File: config.mk
export PLATFORM = sky130hd
export DESIGN_NAME = key_matrix_scan_controller
export DESIGN_NICKNAME = d
export VERILOG_FILES = /design/src/design/key_scan_pkg.sv /design/src/design/scan_sync2.sv /design/src/design/scan_slot_timer.sv /design/src/design/key_matrix_scan_controller.sv
export SDC_FILE = /design/constraint.sdc
export NUM_CORES = 1
export LEC_CHECK = 0
export ABC_AREA = 1
export ABC_CLOCK_PERIOD_IN_PS = 6500
export CAP_MARGIN = 15
export CELL_PAD_IN_SITES_DETAIL_PLACEMENT = 1
export CELL_PAD_IN_SITES_GLOBAL_PLACEMENT = 2
export CORE_MARGIN = 5
export CORE_UTILIZATION = 39
export CTS_BUF_LIST = sky130_fd_sc_hd__clkbuf_16
export DETAILED_ROUTE_END_ITERATION = 8
export DONT_BUFFER_PORTS = 1
export PLACE_DENSITY = 0.82
export SETUP_SLACK_MARGIN = 0.02
export SLEW_MARGIN = 30
export SYNTH_ARGS = -nofsm -noshare
export SYNTH_HDL_FRONTEND = slang
export SYNTH_SLANG_ARGS = --single-unit
export TNS_END_PERCENT = 50
File: constraint.sdc
create_clock -name ref_clk_in -period 6.5 [get_ports ref_clk_in]
set_clock_uncertainty 0.15 [all_clocks]
set_input_delay 0.975 -clock ref_clk_in [delete_from_list [all_inputs] [get_ports ref_clk_in]]
set_output_delay 0.975 -clock ref_clk_in [all_outputs]
set_load 0.005 [all_outputs]
File: src/design/key_scan_pkg.sv
/*
  package for the key matrix scan controller: register addresses, field
  positions, reset values and slot timing.
  assumes a 100 MHz reference clock.
*/
package key_scan_pkg;
  // ----------------------------------------------------------------------
  // addresses
  // ----------------------------------------------------------------------
  localparam logic [7:0] key_judge_addr = 8'h16;
  localparam logic [7:0] scan_source_addr = 8'h42;
  localparam logic [7:0] key_input_addr = 8'h73;
  localparam logic [7:0] display_mode_addr = 8'h17;
  localparam logic [7:0] port_select_addr = 8'h18;
  // ----------------------------------------------------------------------
  // fields and reset values
  // ----------------------------------------------------------------------
  localparam int key_latched_bit = 0;
  localparam int display_enable_bit = 1;
  localparam int scan_enable_bit = 0;
  localparam int port_select_bit = 0;
  localparam logic [3:0] display_mode_reset = 4'h0;
  localparam logic [15:0] scan_source_reset = 16'h0000;
  // ----------------------------------------------------------------------
  // timing
  // ----------------------------------------------------------------------
  localparam int clk_period_ns = 10;
  localparam int slot_time_us = 220;
  localparam int frame_time_ms = 4;
  localparam int slot_cycles = (slot_time_us * 1000) / clk_period_ns;
  localparam int frame_cycles = (frame_time_ms * 1000000) / clk_period_ns;
  // ----------------------------------------------------------------------
  // carriers
  // ----------------------------------------------------------------------
  typedef struct packed {
    logic display_enable;
    logic scan_enable;
    logic port_select;
  } mode_t;
  typedef struct packed {
    logic wr;
    logic rd;
    logic [7:0] addr;
    logic [15:0] wdata;
  } periph_req_t;
endpackage : key_scan_pkg

File: src/design/scan_sync2.sv
/*
  two flip-flop synchroniser for a bus of levels.
  assumes inputs arrive asynchronously to the clock.
*/
`timescale 1ns/10ps
`default_nettype none
module scan_sync2 #(
  parameter int width = 4
) (
  input wire logic ref_clk_in,
  input wire logic rst_in,
  input wire logic [width-1:0] d_in,
  output logic [width-1:0] q_out
);
  logic [width-1:0] stage1;
  always_ff @(posedge ref_clk_in or posedge rst_in) begin
    if (rst_in) begin
      stage1 <= '0;
      q_out <= '0;
    end else begin
      stage1 <= d_in;
      q_out <= stage1;
    end
  end
endmodule : scan_sync2
`default_nettype wire

File: src/design/scan_slot_timer.sv
/*
  frame timer producing the key source slot window.
  assumes one clock; counts up to 32 bits wide are parameters.
*/
`timescale 1ns/10ps
`default_nettype none
module scan_slot_timer #(
  parameter int frame_cycles = key_scan_pkg::frame_cycles,
  parameter int slot_cycles = key_scan_pkg::slot_cycles
) (
  input wire logic ref_clk_in,
  input wire logic rst_in,
  input wire logic run_in,
  output logic slot_out,
  output logic slot_end_out
);
  initial begin
    if (slot_cycles < 1 || slot_cycles >= frame_cycles) begin
      $error("slot must be shorter than frame");
    end
  end
  logic [31:0] count;
  // ----------------------------------------------------------------------
  // frame counter, slot at its start
  // ----------------------------------------------------------------------
  always_ff @(posedge ref_clk_in or posedge rst_in) begin
    if (rst_in) begin
      count <= 32'h00000000;
    end else if (!run_in || count == 32'(frame_cycles - 1)) begin
      count <= 32'h00000000;
    end else begin
      count <= count + 32'h00000001;
    end
  end
  assign slot_out = run_in && (count < 32'(slot_cycles));
  assign slot_end_out = run_in && (count == 32'(slot_cycles - 1));
endmodule : scan_slot_timer
`default_nettype wire

File: src/design/key_matrix_scan_controller.sv
/*
  key matrix scan controller: shares sixteen segment pins between segment
  drive, key source slots and a general output port; latches four key inputs.
  assumes segment data comes from the display generator on the same clock,
  peripheral requests are single-cycle strobes, key pins are asynchronous.
*/
`timescale 1ns/10ps
`default_nettype none
// Contract
// RQ1 - port select 1 makes pins general outputs
// RQ2 - software clears port select before scanning
// RQ3 - port output overrides segment and key drive
// RQ4 - segments driven only while display enabled
// RQ5 - display off: pins low, no pulses
// RQ6 - pulses need scan enable, display, segment mode
// RQ7 - 220 us slot every 4 ms
// RQ8 - slot drives each pin from source bit
// RQ9 - other segment pins drive 0 in slot
// RQ10 - pull-downs on only during slot
// RQ11 - key pins latched only during slot
// RQ12 - flag sets after slot following data write
// RQ13 - source data write clears flag
// RQ14 - reading flag returns and clears it
// RQ15 - flag lives in judge register 16H
// RQ16 - software writes, polls flag, reads keys
// RQ17 - sixteen sources by four inputs, 64 keys
// RQ18 - source data at 42H, also port data
// RQ19 - key inputs readable at 73H
// RQ20 - mode flags clear on stop, keep on CE
// RQ21 - outside slot pins carry segment data
module key_matrix_scan_controller #(
  parameter int source_lines = 16,
  parameter int key_lines = 4,
  parameter int extra_segments = 14,
  parameter int frame_cycles = key_scan_pkg::frame_cycles,
  parameter int slot_cycles = key_scan_pkg::slot_cycles
) (
  input wire logic ref_clk_in,
  input wire logic rst_in,
  input wire logic clock_stop_reset_in,
  input wire logic ce_reset_in,
  input wire key_scan_pkg::periph_req_t req_in,
  output logic [15:0] rdata_out,
  input wire logic [source_lines-1:0] seg_data_in,
  input wire logic [extra_segments-1:0] extra_seg_data_in,
  input wire logic [key_lines-1:0] key_pins_in,
  output logic [source_lines-1:0] scan_pins_out,
  output logic [extra_segments-1:0] extra_seg_pins_out,
  output logic [key_lines-1:0] pulldown_enable_out,
  output logic key_latched_flag_out
);
  initial begin
    if (source_lines != 16 || key_lines != 4) begin
      $error("scan matrix is sixteen sources by four inputs"); // see RQ17
    end
    if (slot_cycles < 4 || slot_cycles >= frame_cycles) begin
      $error("slot must outlast the key input delay and fit in a frame");
    end
  end

  // ----------------------------------------------------------------------
  // state
  // ----------------------------------------------------------------------
  key_scan_pkg::mode_t mode;
  logic [source_lines-1:0] scan_source_data_register;
  logic [key_lines-1:0] key_input_port;
  logic key_latched_flag;
  logic slot_seen;
  logic slot;
  logic slot_end;
  logic scan_run;
  logic [key_lines-1:0] keys_sync;
  logic source_write;
  logic judge_read;
  logic slot_q;
  logic slot_start;
  logic [15:0] next_rdata;
  logic [source_lines-1:0] next_scan_pins;
  logic [extra_segments-1:0] next_extra_pins;

  assign source_write = req_in.wr && req_in.addr == key_scan_pkg::scan_source_addr;
  assign judge_read = req_in.rd && req_in.addr == key_scan_pkg::key_judge_addr;
  assign scan_run = mode.display_enable && mode.scan_enable && !mode.port_select; // see RQ6 see RQ2

  // ----------------------------------------------------------------------
  // helpers
  // ----------------------------------------------------------------------
  scan_sync2 #(
    .width(key_lines)
  ) u_sync (
    .ref_clk_in(ref_clk_in),
    .rst_in(rst_in),
    .d_in(key_pins_in),
    .q_out(keys_sync)
  );

  scan_slot_timer #(
    .frame_cycles(frame_cycles),
    .slot_cycles(slot_cycles)
  ) u_timer (
    .ref_clk_in(ref_clk_in),
    .rst_in(rst_in),
    .run_in(scan_run),
    .slot_out(slot),
    .slot_end_out(slot_end)
  ); // see RQ7

  // ----------------------------------------------------------------------
  // mode flags
  // ----------------------------------------------------------------------
  always_ff @(posedge ref_clk_in or posedge rst_in) begin
    if (rst_in) begin
      mode <= '0;
    end else if (clock_stop_reset_in) begin
      mode <= '0; // see RQ20
    end else if (ce_reset_in) begin
      mode <= mode; // see RQ20
    end else if (req_in.wr && req_in.addr == key_scan_pkg::display_mode_addr) begin
      mode.display_enable <= req_in.wdata[key_scan_pkg::display_enable_bit];
      mode.scan_enable <= req_in.wdata[key_scan_pkg::scan_enable_bit];
    end else if (req_in.wr && req_in.addr == key_scan_pkg::port_select_addr) begin
      mode.port_select <= req_in.wdata[key_scan_pkg::port_select_bit];
    end
  end

  // ----------------------------------------------------------------------
  // source data register
  // ----------------------------------------------------------------------
  always_ff @(posedge ref_clk_in or posedge rst_in) begin
    if (rst_in) begin
      scan_source_data_register <= key_scan_pkg::scan_source_reset;
    end else if (source_write) begin
      scan_source_data_register <= req_in.wdata[source_lines-1:0]; // see RQ18
    end
  end

  // ----------------------------------------------------------------------
  // key latch
  // ----------------------------------------------------------------------
  always_ff @(posedge ref_clk_in or posedge rst_in) begin
    if (rst_in) begin
      key_input_port <= '0;
    end else if (slot) begin
      key_input_port <= keys_sync; // see RQ11
    end
  end

  // ----------------------------------------------------------------------
  // slot start: a slot counts only if it begins after the write
  // ----------------------------------------------------------------------
  always_ff @(posedge ref_clk_in or posedge rst_in) begin
    if (rst_in) begin
      slot_q <= 1'b0;
    end else begin
      slot_q <= slot;
    end
  end
  assign slot_start = slot && !slot_q;

  // ----------------------------------------------------------------------
  // latched flag: a slot must start after the write
  // ----------------------------------------------------------------------
  always_ff @(posedge ref_clk_in or posedge rst_in) begin
    if (rst_in) begin
      slot_seen <= 1'b0;
    end else if (source_write) begin
      slot_seen <= 1'b0;
    end else if (slot_start) begin
      slot_seen <= 1'b1;
    end else if (!slot) begin
      slot_seen <= 1'b0;
    end
  end

  always_ff @(posedge ref_clk_in or posedge rst_in) begin
    if (rst_in) begin
      key_latched_flag <= 1'b0;
    end else if (slot_end && slot_seen && !source_write) begin
      key_latched_flag <= 1'b1; // see RQ12
    end else if (source_write || judge_read) begin
      key_latched_flag <= 1'b0; // see RQ13 see RQ14
    end
  end
  assign key_latched_flag_out = key_latched_flag;

  // ----------------------------------------------------------------------
  // read data
  // ----------------------------------------------------------------------
  always_comb begin
    next_rdata = 16'h0000;
    unique case (req_in.addr)
      key_scan_pkg::key_judge_addr: next_rdata[key_scan_pkg::key_latched_bit] = key_latched_flag; // see RQ15 see RQ14
      key_scan_pkg::key_input_addr: next_rdata[key_lines-1:0] = key_input_port; // see RQ19
      key_scan_pkg::scan_source_addr: next_rdata[source_lines-1:0] = scan_source_data_register;
      key_scan_pkg::display_mode_addr: begin
        next_rdata[key_scan_pkg::display_enable_bit] = mode.display_enable;
        next_rdata[key_scan_pkg::scan_enable_bit] = mode.scan_enable;
      end
      key_scan_pkg::port_select_addr: next_rdata[key_scan_pkg::port_select_bit] = mode.port_select;
      default: next_rdata = 16'h0000;
    endcase
  end

  always_ff @(posedge ref_clk_in or posedge rst_in) begin
    if (rst_in) begin
      rdata_out <= 16'h0000;
    end else if (req_in.rd) begin
      rdata_out <= next_rdata;
    end
  end

  // ----------------------------------------------------------------------
  // pin drive: next level of each shared pin
  // ----------------------------------------------------------------------
  for (genvar i = 0; i < source_lines; i++) begin : g_scan_pin
    logic next_level;
    always_comb begin
      if (mode.port_select) begin
        next_level = scan_source_data_register[i]; // see RQ1 see RQ3
      end else if (!mode.display_enable) begin
        next_level = 1'b0; // see RQ5
      end else if (slot) begin
        next_level = scan_source_data_register[i]; // see RQ8
      end else begin
        next_level = seg_data_in[i]; // see RQ4 see RQ21
      end
    end
    assign next_scan_pins[i] = next_level;
  end

  // ----------------------------------------------------------------------
  // pin drive: next level of each other segment pin
  // ----------------------------------------------------------------------
  for (genvar j = 0; j < extra_segments; j++) begin : g_extra_pin
    logic next_level;
    always_comb begin
      if (!mode.display_enable) begin
        next_level = 1'b0; // see RQ5
      end else if (slot) begin
        next_level = 1'b0; // see RQ9
      end else begin
        next_level = extra_seg_data_in[j]; // see RQ4
      end
    end
    assign next_extra_pins[j] = next_level;
  end

  // ----------------------------------------------------------------------
  // pin registers
  // ----------------------------------------------------------------------
  always_ff @(posedge ref_clk_in or posedge rst_in) begin
    if (rst_in) begin
      scan_pins_out <= '0;
    end else begin
      scan_pins_out <= next_scan_pins;
    end
  end

  always_ff @(posedge ref_clk_in or posedge rst_in) begin
    if (rst_in) begin
      extra_seg_pins_out <= '0;
    end else begin
      extra_seg_pins_out <= next_extra_pins;
    end
  end

  always_ff @(posedge ref_clk_in or posedge rst_in) begin
    if (rst_in) begin
      pulldown_enable_out <= '0;
    end else begin
      pulldown_enable_out <= {key_lines{slot}}; // see RQ10
    end
  end
endmodule : key_matrix_scan_controller
`default_nettype wire

==> flow_results.org, run 1 <==
** Clocking
- Clock-pin slew was measured on the worst setup and hold paths at 0.07 ns.
- Sinks on the clock net :: 112
- Clock H-tree levels :: 3
- Total CTS buffers :: 9
- Maximum buffer depth of the clock tree :: 2
- Number of buffers inserted to repair setup after CTS :: 0
- The number of gates resized after CTS was 0.
- Hold repair after CTS inserted 0 buffers.
- Clock latency reported for the late side of the worst-skew pair :: 0.36 ns
- TritonCTS built the clock tree.
- In this run the clock root is driven by a sky130_fd_sc_hd__clkbuf_16.

** Setup path
- Critical path type :: input pin to flop
- CP Capture Type :: flop
- Among all stages on the critical path, the largest delay is contributed by sky130_fd_sc_hd__nor2_4.
- On the worst path, the slowest cell contributes a delay of 0.56 ns.
- Crit path arrival time :: 2.66 ns
- Along the worst path, the maximum fanout reaches 25.
- The signal on the critical path passes through inv_1 -> nand2_1 -> nor2_1 -> nand2_1 -> nor2_4 -> inv_2 -> nand2_1 -> o21ai_0.
- Critical Path Most Common Cell :: sky130_fd_sc_hd__nand2_1
- Startpoint Class :: input pin
- Crit path required time :: 6.58 ns

** Drt
- Using the TritonRoute via totals, the vias-per-cell ratio works out to 5.015.
- The routed layout has 4238 vias.
- After detailed routing, the number of remaining DRC violations is 0.
- For this run, the detailed router's first-pass iteration total came to 4.
- In this run the remaining antenna-violating nets after routing total 0.
- Summed over all layers, the routed wires come to 14.54 mm.
- In this run, the number of DRC markers left after iteration 0 of detailed routing was 218.
- Dividing the detail-routed wire length by the instance count gives 17.20 µm.

** Timing
- Setup repair after global routing left no endpoint under its margin.
- Timing would allow up to 387.8 MHz.
- Count of endpoints failing hold in the final timing report :: 0
- Final period demand of the worst path :: 2.579 ns
- After routing, the total negative slack on setup checks comes to 0 ns.
- Max transition margin :: 51.99%
- At the pin with the least slew margin, the transition time is 0.7201 ns.
- Final period util :: 39.67%
- The number of pins exceeding their max-slew limit in the final report is 0.
- Count of endpoints failing setup in the final report :: 0
- Post-Route Hold Slack :: 0.2048 ns

** Final layout
- Number of inserted filler cells in the final layout :: 1633
- Area delta synth->final :: 8.575%
- Of the cells placed in the final design, the portion with a size suffix greater than 1 is 6.129%.
- Count of inserted antenna diode cells :: 0
- After the last flow step, the layout net total stands at 729.

** Synthesis
- Number of cells produced by synthesis :: 669
- Combined area of all synthesized cells :: 5340 µm²
- The number of nets handed over by synthesis was 734.
- Averaged over all synthesized cells, the footprint is 7.982 µm².
- Number of flops mapped to enable cells by yosys :: 0
- Sequential-to-total area share from yosys stat :: 52.48%
- Among all flip-flop cells after synthesis, the most frequent one is sky130_fd_sc_hd__dfrtp_1.
- For this run, asynchronously set or reset flops after synthesis account for 100.0%.
- The number of different library cells used by synthesis comes to 36.
- After synthesis the netlist holds a flip-flop and latch count of 112.
- Number of warnings issued by yosys :: 0

** Global route
- The first global-routing pass estimated 23.75 mm of wire.
- Number of antenna violations at the first check in global routing :: 0
- Global routing used 18.49% of the available tracks across all layers.
- Final global-route overflow total :: 0
- The number of global-route vias before repair came to 4495.
- Entering global routing, the biggest net connects 76 pins.

** Power
- IR analysis of the VDD net gives a maximum drop of 213.8 µV.
- Static leakage :: 2.661 nW
- Pwr dens :: 235.5 nW/µm²

** Place
- During placement, the flow inserted port buffers numbering 0.
- Hpwl dp :: 11.08 mm
- Placer Congestion :: 0.8375

** Floorplanning
- Initial core utilization :: 40.01%
- The die is 127.0 µm wide.
- Floorplan die area :: 16130 µm²
- The floorplan has 42 rows.
- In this run the standard cell core region covers 13350 µm².
- Count of boundary I/O pins :: 115
- Die height :: 127.0 µm

** Flow run
- The tool flagged a number of max-cap violations equal to 0.

** Run status
- The run finished with clean final reports.

** Min path
- The min-delay analysis places its worst path in the category flop to flop.
==> report_power, final <==
part / total, mW / internal (mW) / switching [mW]
Combinational: 0.0414 / 0.00994 / 0.0315
Clock: 0.607 / 0.339 / 0.268
Sequential: 0.717 / 0.708 / 0.00880
==> area by class of cell <==
type                            count  area (µm²)  area share [%]
Timing Repair Buffer                2       18.77          0.3237
Inverter                           86       325.3           5.611
Clock inverter                      7       95.09           1.640
Clock buffer                        9       225.2           3.884
Sequential cell                   112        2803           48.34
Tap cell                          176       220.2           3.798
Multi-Input combinational cell    453        2111           36.40
==> cell usage after synthesis (all sizes together) (3+ instances only) <==
library cell    n  share of area, %
nand4           9               1.1
o31ai           6              0.84
buf            13               1.6
nand3          39               4.0
nor3b           3              0.42
dfrtp         112                52
nor3           22               2.2
a21oi           8               1.0
inv            85               6.0
nor2          120               9.1
xor2           13               2.1
clkbuf          5              0.35
o21ai          34               3.2
xnor2           4              0.66
nand2         185                13
==> layout by cell type (no fill, tap or decap), types with 2 or more instances in the layout <==
| master | Yosys | layout |
|---|---|---|
| sky130_fd_sc_hd__o31ai_1 | 6 | 6 |
| sky130_fd_sc_hd__nand4_1 | 9 | 9 |
| sky130_fd_sc_hd__a21oi_2 | 4 | 4 |
| sky130_fd_sc_hd__o21ai_0 | 28 | 28 |
| sky130_fd_sc_hd__nand2_4 | 2 | 2 |
| sky130_fd_sc_hd__dfrtp_1 | 112 | 112 |
| sky130_fd_sc_hd__nand2_2 | 3 | 4 |
| sky130_fd_sc_hd__a31oi_1 | 2 | 2 |
| sky130_fd_sc_hd__nor3b_1 | 3 | 3 |
| sky130_fd_sc_hd__nand3b_1 | 2 | 2 |
| sky130_fd_sc_hd__nand2_1 | 180 | 179 |
| sky130_fd_sc_hd__clkinv_1 | 1 | 3 |
| sky130_fd_sc_hd__nand3_1 | 37 | 37 |
| sky130_fd_sc_hd__a21oi_1 | 4 | 4 |
| sky130_fd_sc_hd__inv_2 | 3 | 3 |
| sky130_fd_sc_hd__nor2_2 | 5 | 5 |
| sky130_fd_sc_hd__nor4_1 | 2 | 2 |
| sky130_fd_sc_hd__clkbuf_16 | 0 | 9 |
| sky130_fd_sc_hd__xnor2_1 | 4 | 4 |
| sky130_fd_sc_hd__bufinv_16 | 0 | 2 |
| sky130_fd_sc_hd__o21ai_1 | 6 | 6 |
| sky130_fd_sc_hd__inv_1 | 82 | 81 |
| sky130_fd_sc_hd__xor2_1 | 13 | 13 |
| sky130_fd_sc_hd__nor3_1 | 21 | 21 |
| sky130_fd_sc_hd__nor2_1 | 113 | 113 |
==> registers in the layout (all words and copies together), names as in the netlist, 3 cells and up <==
name,cells
extra_seg_pins_out,14
key_input_port,4
mode,3
rdata_out,16
scan_pins_out,16
scan_source_data_register,16
u_sync.q_out,4
u_sync.stage1,4
u_timer.count,32
==> logic make-up (layout without fill, tap and decap cells) <==
family / after synthesis / in the layout / share of synthesized area (%)
buffers and inverters: 104 / 104 / 8.037
flip-flops: 112 / 112 / 52.48
XOR/XNOR: 17 / 17 / 2.788
AO/OA/AOI/OAI: 53 / 53 / 5.787
adder cells (fa/ha/maj): 1 / 1 / 0.2343
AND/OR/NAND/NOR: 382 / 382 / 30.67
==> worst max-delay path, delay by kind of cell <==
| kind | cells | cell delay (ns) |
|---|---|---|
| AND/OR/NAND/NOR | 5 | 1.34 |
| buffers and inverters | 2 | 0.27 |
| AO/OA/AOI/OAI | 1 | 0.07 |
==> metrics by stage <==
stage,power [mW],instance area (µm²),cells,util [%],setup slack (ns)
after floorplan,0.7597,5340,669,-,2.416
after global placement,0.7711,5472,829,40.99,3.690
after detailed placement,0.7734,5474,829,41.01,3.538
after CTS,1.380,5794,845,43.41,3.921
after global routing,1.419,5798,845,43.44,3.697
final,1.366,5798,845,43.44,3.921
==> routing by layer <==
metal | GRT usage, % | share of wire (%) | vias to the layer above | wire length (µm)
met1 | 25.50 | 48 | 2059 | 6933
met2 | 29.02 | 45 | 97 | 6552
met5 | 0 | 0 | - | 0
li1 | - | - | 2072 | -
met3 | 5.217 | 6.2 | 10 | 897
met4 | 4.543 | 1.0 | 0 | 151
==> final timing paths <==
path,cells after the start,end,startpoint,slack (ns)
max,8,scan_source_data_register[0],req_in[18],3.92
min,0,u_sync.q_out[0],u_sync.stage1[0],0.20
max in group asynchronous,2,rdata_out[13],rst_in,4.77
min in group asynchronous,1,extra_seg_pins_out[4],rst_in,0.36
max reg2reg,9,scan_pins_out[1],mode[0],4.18
min reg2reg,0,u_sync.q_out[0],u_sync.stage1[0],0.20
(Power assumes the default switching activity.)
==> inputs of run 2 (changes only) <==
--- a/config.mk
+++ b/config.mk
@@ -6,16 +6,16 @@
 export NUM_CORES = 1
 export LEC_CHECK = 0
 export ABC_AREA = 1
-export ABC_CLOCK_PERIOD_IN_PS = 6500
+export ABC_CLOCK_PERIOD_IN_PS = 2100
 export CAP_MARGIN = 15
 export CELL_PAD_IN_SITES_DETAIL_PLACEMENT = 1
 export CELL_PAD_IN_SITES_GLOBAL_PLACEMENT = 2
 export CORE_MARGIN = 5
-export CORE_UTILIZATION = 39
+export CORE_UTILIZATION = 33
 export CTS_BUF_LIST = sky130_fd_sc_hd__clkbuf_16
 export DETAILED_ROUTE_END_ITERATION = 8
 export DONT_BUFFER_PORTS = 1
-export PLACE_DENSITY = 0.82
+export PLACE_DENSITY = 0.74
 export SETUP_SLACK_MARGIN = 0.02
 export SLEW_MARGIN = 30
 export SYNTH_ARGS = -nofsm -noshare
==> constraint.sdc (replaced) <==
create_clock -name ref_clk_in -period 2.1 [get_ports ref_clk_in]
set_clock_uncertainty 0.15 [all_clocks]
set_input_delay 0.315 -clock ref_clk_in [delete_from_list [all_inputs] [get_ports ref_clk_in]]
set_output_delay 0.315 -clock ref_clk_in [all_outputs]
set_load 0.005 [all_outputs]
==> run 2 against run 1 <==
Global-route usage fell by 0.90 points; setup slack worse by 3.7 ns; sequential share of layout area is 4.0 points lower; worst hold slack worse by 0.19 ns; first-iteration DRC count shrank 33%; sequential power grew to 3.1 times the previous value; combinational power rose to 4.7 times the previous value; critical path depth fell by 2; critical path type is now flop to flop.
==> flow_results.org, run 2 (same netlist as run 1, synthesis figures left out) <==
** Power
- The total chip power came to 4.132 mW (+200%).
- The share of total power consumed by net switching was 22.87% (+0.28 points).
- Power share of the sequential group :: 53.7% (+1.2 points)
- The logic gate share of total power is 4.7% (+1.7 points).
- The clock network power share is 41.6% (-2.9 points).
- The standby leakage power was 2.879 nW (+8.2%).
- Pwr dens :: 653.4 nW/µm² (+180%)
- Cell internal pwr :: 3.187 mW (+200%)
- The reported net switching power was 0.9448 mW (+210%).
- Worst-case vdd ir drop :: 374.6 µV (+75%)

** Floorplanning
- The width of the die was 137.2 µm (+8.0%).
- Floorplan die area :: 18830 µm² (+17%)
- The core footprint is 15890 µm² (+19%).
- The effective utilization at floorplan is 33.62% (-6.4 points).
- Floorplan row count :: 46 (+9.5%)
- Count of boundary I/O pins :: 115 (unchanged)
- The die height is 137.2 µm (+8.0%).

** Drt
- Iteration count of the initial detailed-routing pass :: 4 (unchanged)
- The antenna violation net count after detailed routing was 0 (unchanged).
- The per-cell via count in the routed design is 4.748 (-5.3%).
- Count of unresolved DRC violations after routing :: 0 (unchanged)
- The total wirelength of the detailed-routed design came to 15.64 mm (+7.6%).
- The per-cell routed wire length is 16.73 µm (-2.7%).
- The number of violations reported at the end of detailed-routing iteration 0 is 147 (-33%).
- The via count of the routed design was 4439 (+4.7%).

** Final layout
- Count of inserted antenna diode cells :: 0 (unchanged)
- Ratio of cells with drive above 1 in the final layout :: 7.928% (+1.8 points)
- The net total in the final layout was 780 (+7.0%).
- Number of inserted filler cells in the final layout :: 1951 (+19%)
- Max FFs per register :: 32 (unchanged)
- Most frequent cells in the layout :: 180 x sky130_fd_sc_hd__nand2_1, 112 x sky130_fd_sc_hd__nor2_1, 112 x sky130_fd_sc_hd__dfrtp_1
- The library cell used most frequently in the layout, excluding fill and tap cells, is sky130_fd_sc_hd__nand2_1.
- Area delta synth->final :: 18.42%
- Register ranked first by flip-flop count :: u_timer.count

** Setup path
- CP max-delay cell :: sky130_fd_sc_hd__dfrtp_1
- CP top delay family :: simple AND/OR/NAND/NOR gates
- The worst-path maximum fanout is 6 (-76%).
- Crit path arrival time :: 2.01 ns (-0.65 ns)
- Critical Path Most Common Cell :: sky130_fd_sc_hd__nor2_1
- Crit-path cells :: inv_1 -> nor3_1 -> nand2_1 -> nor2_1 -> xor2_1 -> nor2_1
- The worst setup path is of the flop to flop kind.
- Worst Path Buf+Inv :: 1 (-1)
- The largest stage delay on the critical path was 0.46 ns (-0.10 ns).
- Crit path required time :: 2.19 ns (-4.39 ns)
- STA classifies the critical path startpoint as a flop.
- CP Capture Type :: flop

** Clocking
- Sinks on the clock net :: 112 (unchanged)
- Maximum buffer depth of the clock tree :: 2 (unchanged)
- Total CTS buffers :: 9 (unchanged)
- The tree is rooted in a sky130_fd_sc_hd__clkbuf_16.
- Clock H-tree levels :: 3 (unchanged)
- The clock transition at the registers of the reported paths came to 0.07 ns (about the same).
- TritonCTS clock tree :: yes
- The clock latency of the later-clocked register in the worst-skew pair was 0.35 ns (about the same).

** Timing
- Count of endpoints failing hold in the final timing report :: 0 (unchanged)
- Worst Tran Pin Value :: 0.6173 ns (-0.1028 ns)
- Unrepaired setup endpoints after global routing :: false
- Final period util :: 91.45%
- The number of pins exceeding their max-slew limit in the final report is 0 (unchanged).
- Final period demand of the worst path :: 1.921 ns
- Max transition margin :: 58.85% (+6.9 points)
- Count of endpoints failing setup in the final report :: 0 (unchanged)
- Setup Total Neg Slack :: 0 ns (unchanged)
- Based on the critical path, the design can be clocked at up to 520.7 MHz.

** Global route
- Total Routing Usage GR :: 17.60% (-0.90 points)
- Pin count of the biggest net entering global routing :: 113 (+49%)
- The initial antenna violation count was 0 (unchanged).
- The global route total overflow is 0 (unchanged).
- The wire length of the first global-routing pass came to 25.77 mm (+8.5%).
- The number of global-route vias before repair is 4873 (+8.4%).

** Run status
- The flow ran to the end, and the final reports show no timing, DRC or antenna violations.

** Min path
- Hold Path Class :: input pin to flop

** Place
- Port-buffer cells :: 0 (unchanged)
- Hpwl dp :: 11.40 mm (+2.9%)
- The placer's final routability congestion estimate is 0.8484 (+1.3%).

** Flow run
- Max cap viols :: 0 (unchanged)
run 2: cell types whose count changed in the layout (fill, tap and decap cells not counted), moves of 2 or more:
cell | previous run | this run
sky130_fd_sc_hd__dlygate4sd3_1 | 0 | 37
sky130_fd_sc_hd__buf_4 | 1 | 15
sky130_fd_sc_hd__nor3_1 | 21 | 19
sky130_fd_sc_hd__nor3_2 | 1 | 3
run 2: cell type report:
| type | instances | area [µm²] | share of cell area, % |
|---|---|---|---|
| clock buffer | 9 | 225.2 | 3.562 |
| clock inverter | 6 | 61.31 | 0.9695 |
| inverter | 86 | 326.6 | 5.164 |
| multi-input combinational | 453 | 2135 | 33.76 |
| sequential | 112 | 2803 | 44.32 |
| tap | 216 | 270.3 | 4.274 |
| timing repair buffer | 53 | 503.0 | 7.954 |
run 2: path summary, 6_finish.rpt:
check,endpoint,cells past startpoint,slack [ns],from
setup / recovery,u_timer.count[12],6,0.18,u_timer.count[8]
hold / removal,mode[1],3,0.02,clock_stop_reset_in
setup reg to reg,u_timer.count[12],6,0.18,u_timer.count[8]
hold reg to reg,u_sync.q_out[2],0,0.20,u_sync.stage1[2]
max in group asynchronous,scan_source_data_register[5],3,0.87,rst_in
min in group asynchronous,u_timer.count[7],3,0.47,rst_in
run 2: tightest hold or removal path: stages:
cell,delay (ns)
sky130_fd_sc_hd__nor2_1,0.03
sky130_fd_sc_hd__nand2_1,0.06
sky130_fd_sc_hd__o31ai_1,0.07
run 2: what timing repair did:
action | CTS | global route
buffers inserted | 0 | 0
hold buffers | 37 | 0
endpoints found under the setup margin | 0 | 63
resized for setup | 0 | 5
endpoints found under the hold margin | 159 | 0
run 2: metal layers:
metal	part of all wire, %	vias to the layer above	track usage [%]
met4	0.98	0	4.435
met1	46	2175	23.24
li1	-	2170	-
met2	49	83	29.16
met5	0	-	0
met3	4.8	11	4.237
run 2: through the flow:
stage	cells	instance area, µm²	util [%]	hold WS [ns]	setup slack (ns)
5_1_grt	935	6324	39.81	0.02647	0.04758
3_5_place_dp	883	5640	35.51	0.1858	0.1151
4_1_cts	935	6297	39.64	0.008209	0.06278
3_3_place_gp	883	5640	35.51	0.1814	0.1866
2_1_floorplan	669	5344	-	0.1812	0.2775
6_report	935	6324	39.81	0.01923	0.1795
run 2: power by group through the flow:
stage | registers [mW] | logic [mW] | clock network (mW)
after floorplan | 2.25 | 0.102 | 0
after global placement | 2.26 | 0.133 | 0
after detailed placement | 2.26 | 0.137 | 0
after CTS | 2.22 | 0.199 | 1.79
after global routing | 2.22 | 0.224 | 1.86
final | 2.22 | 0.194 | 1.72
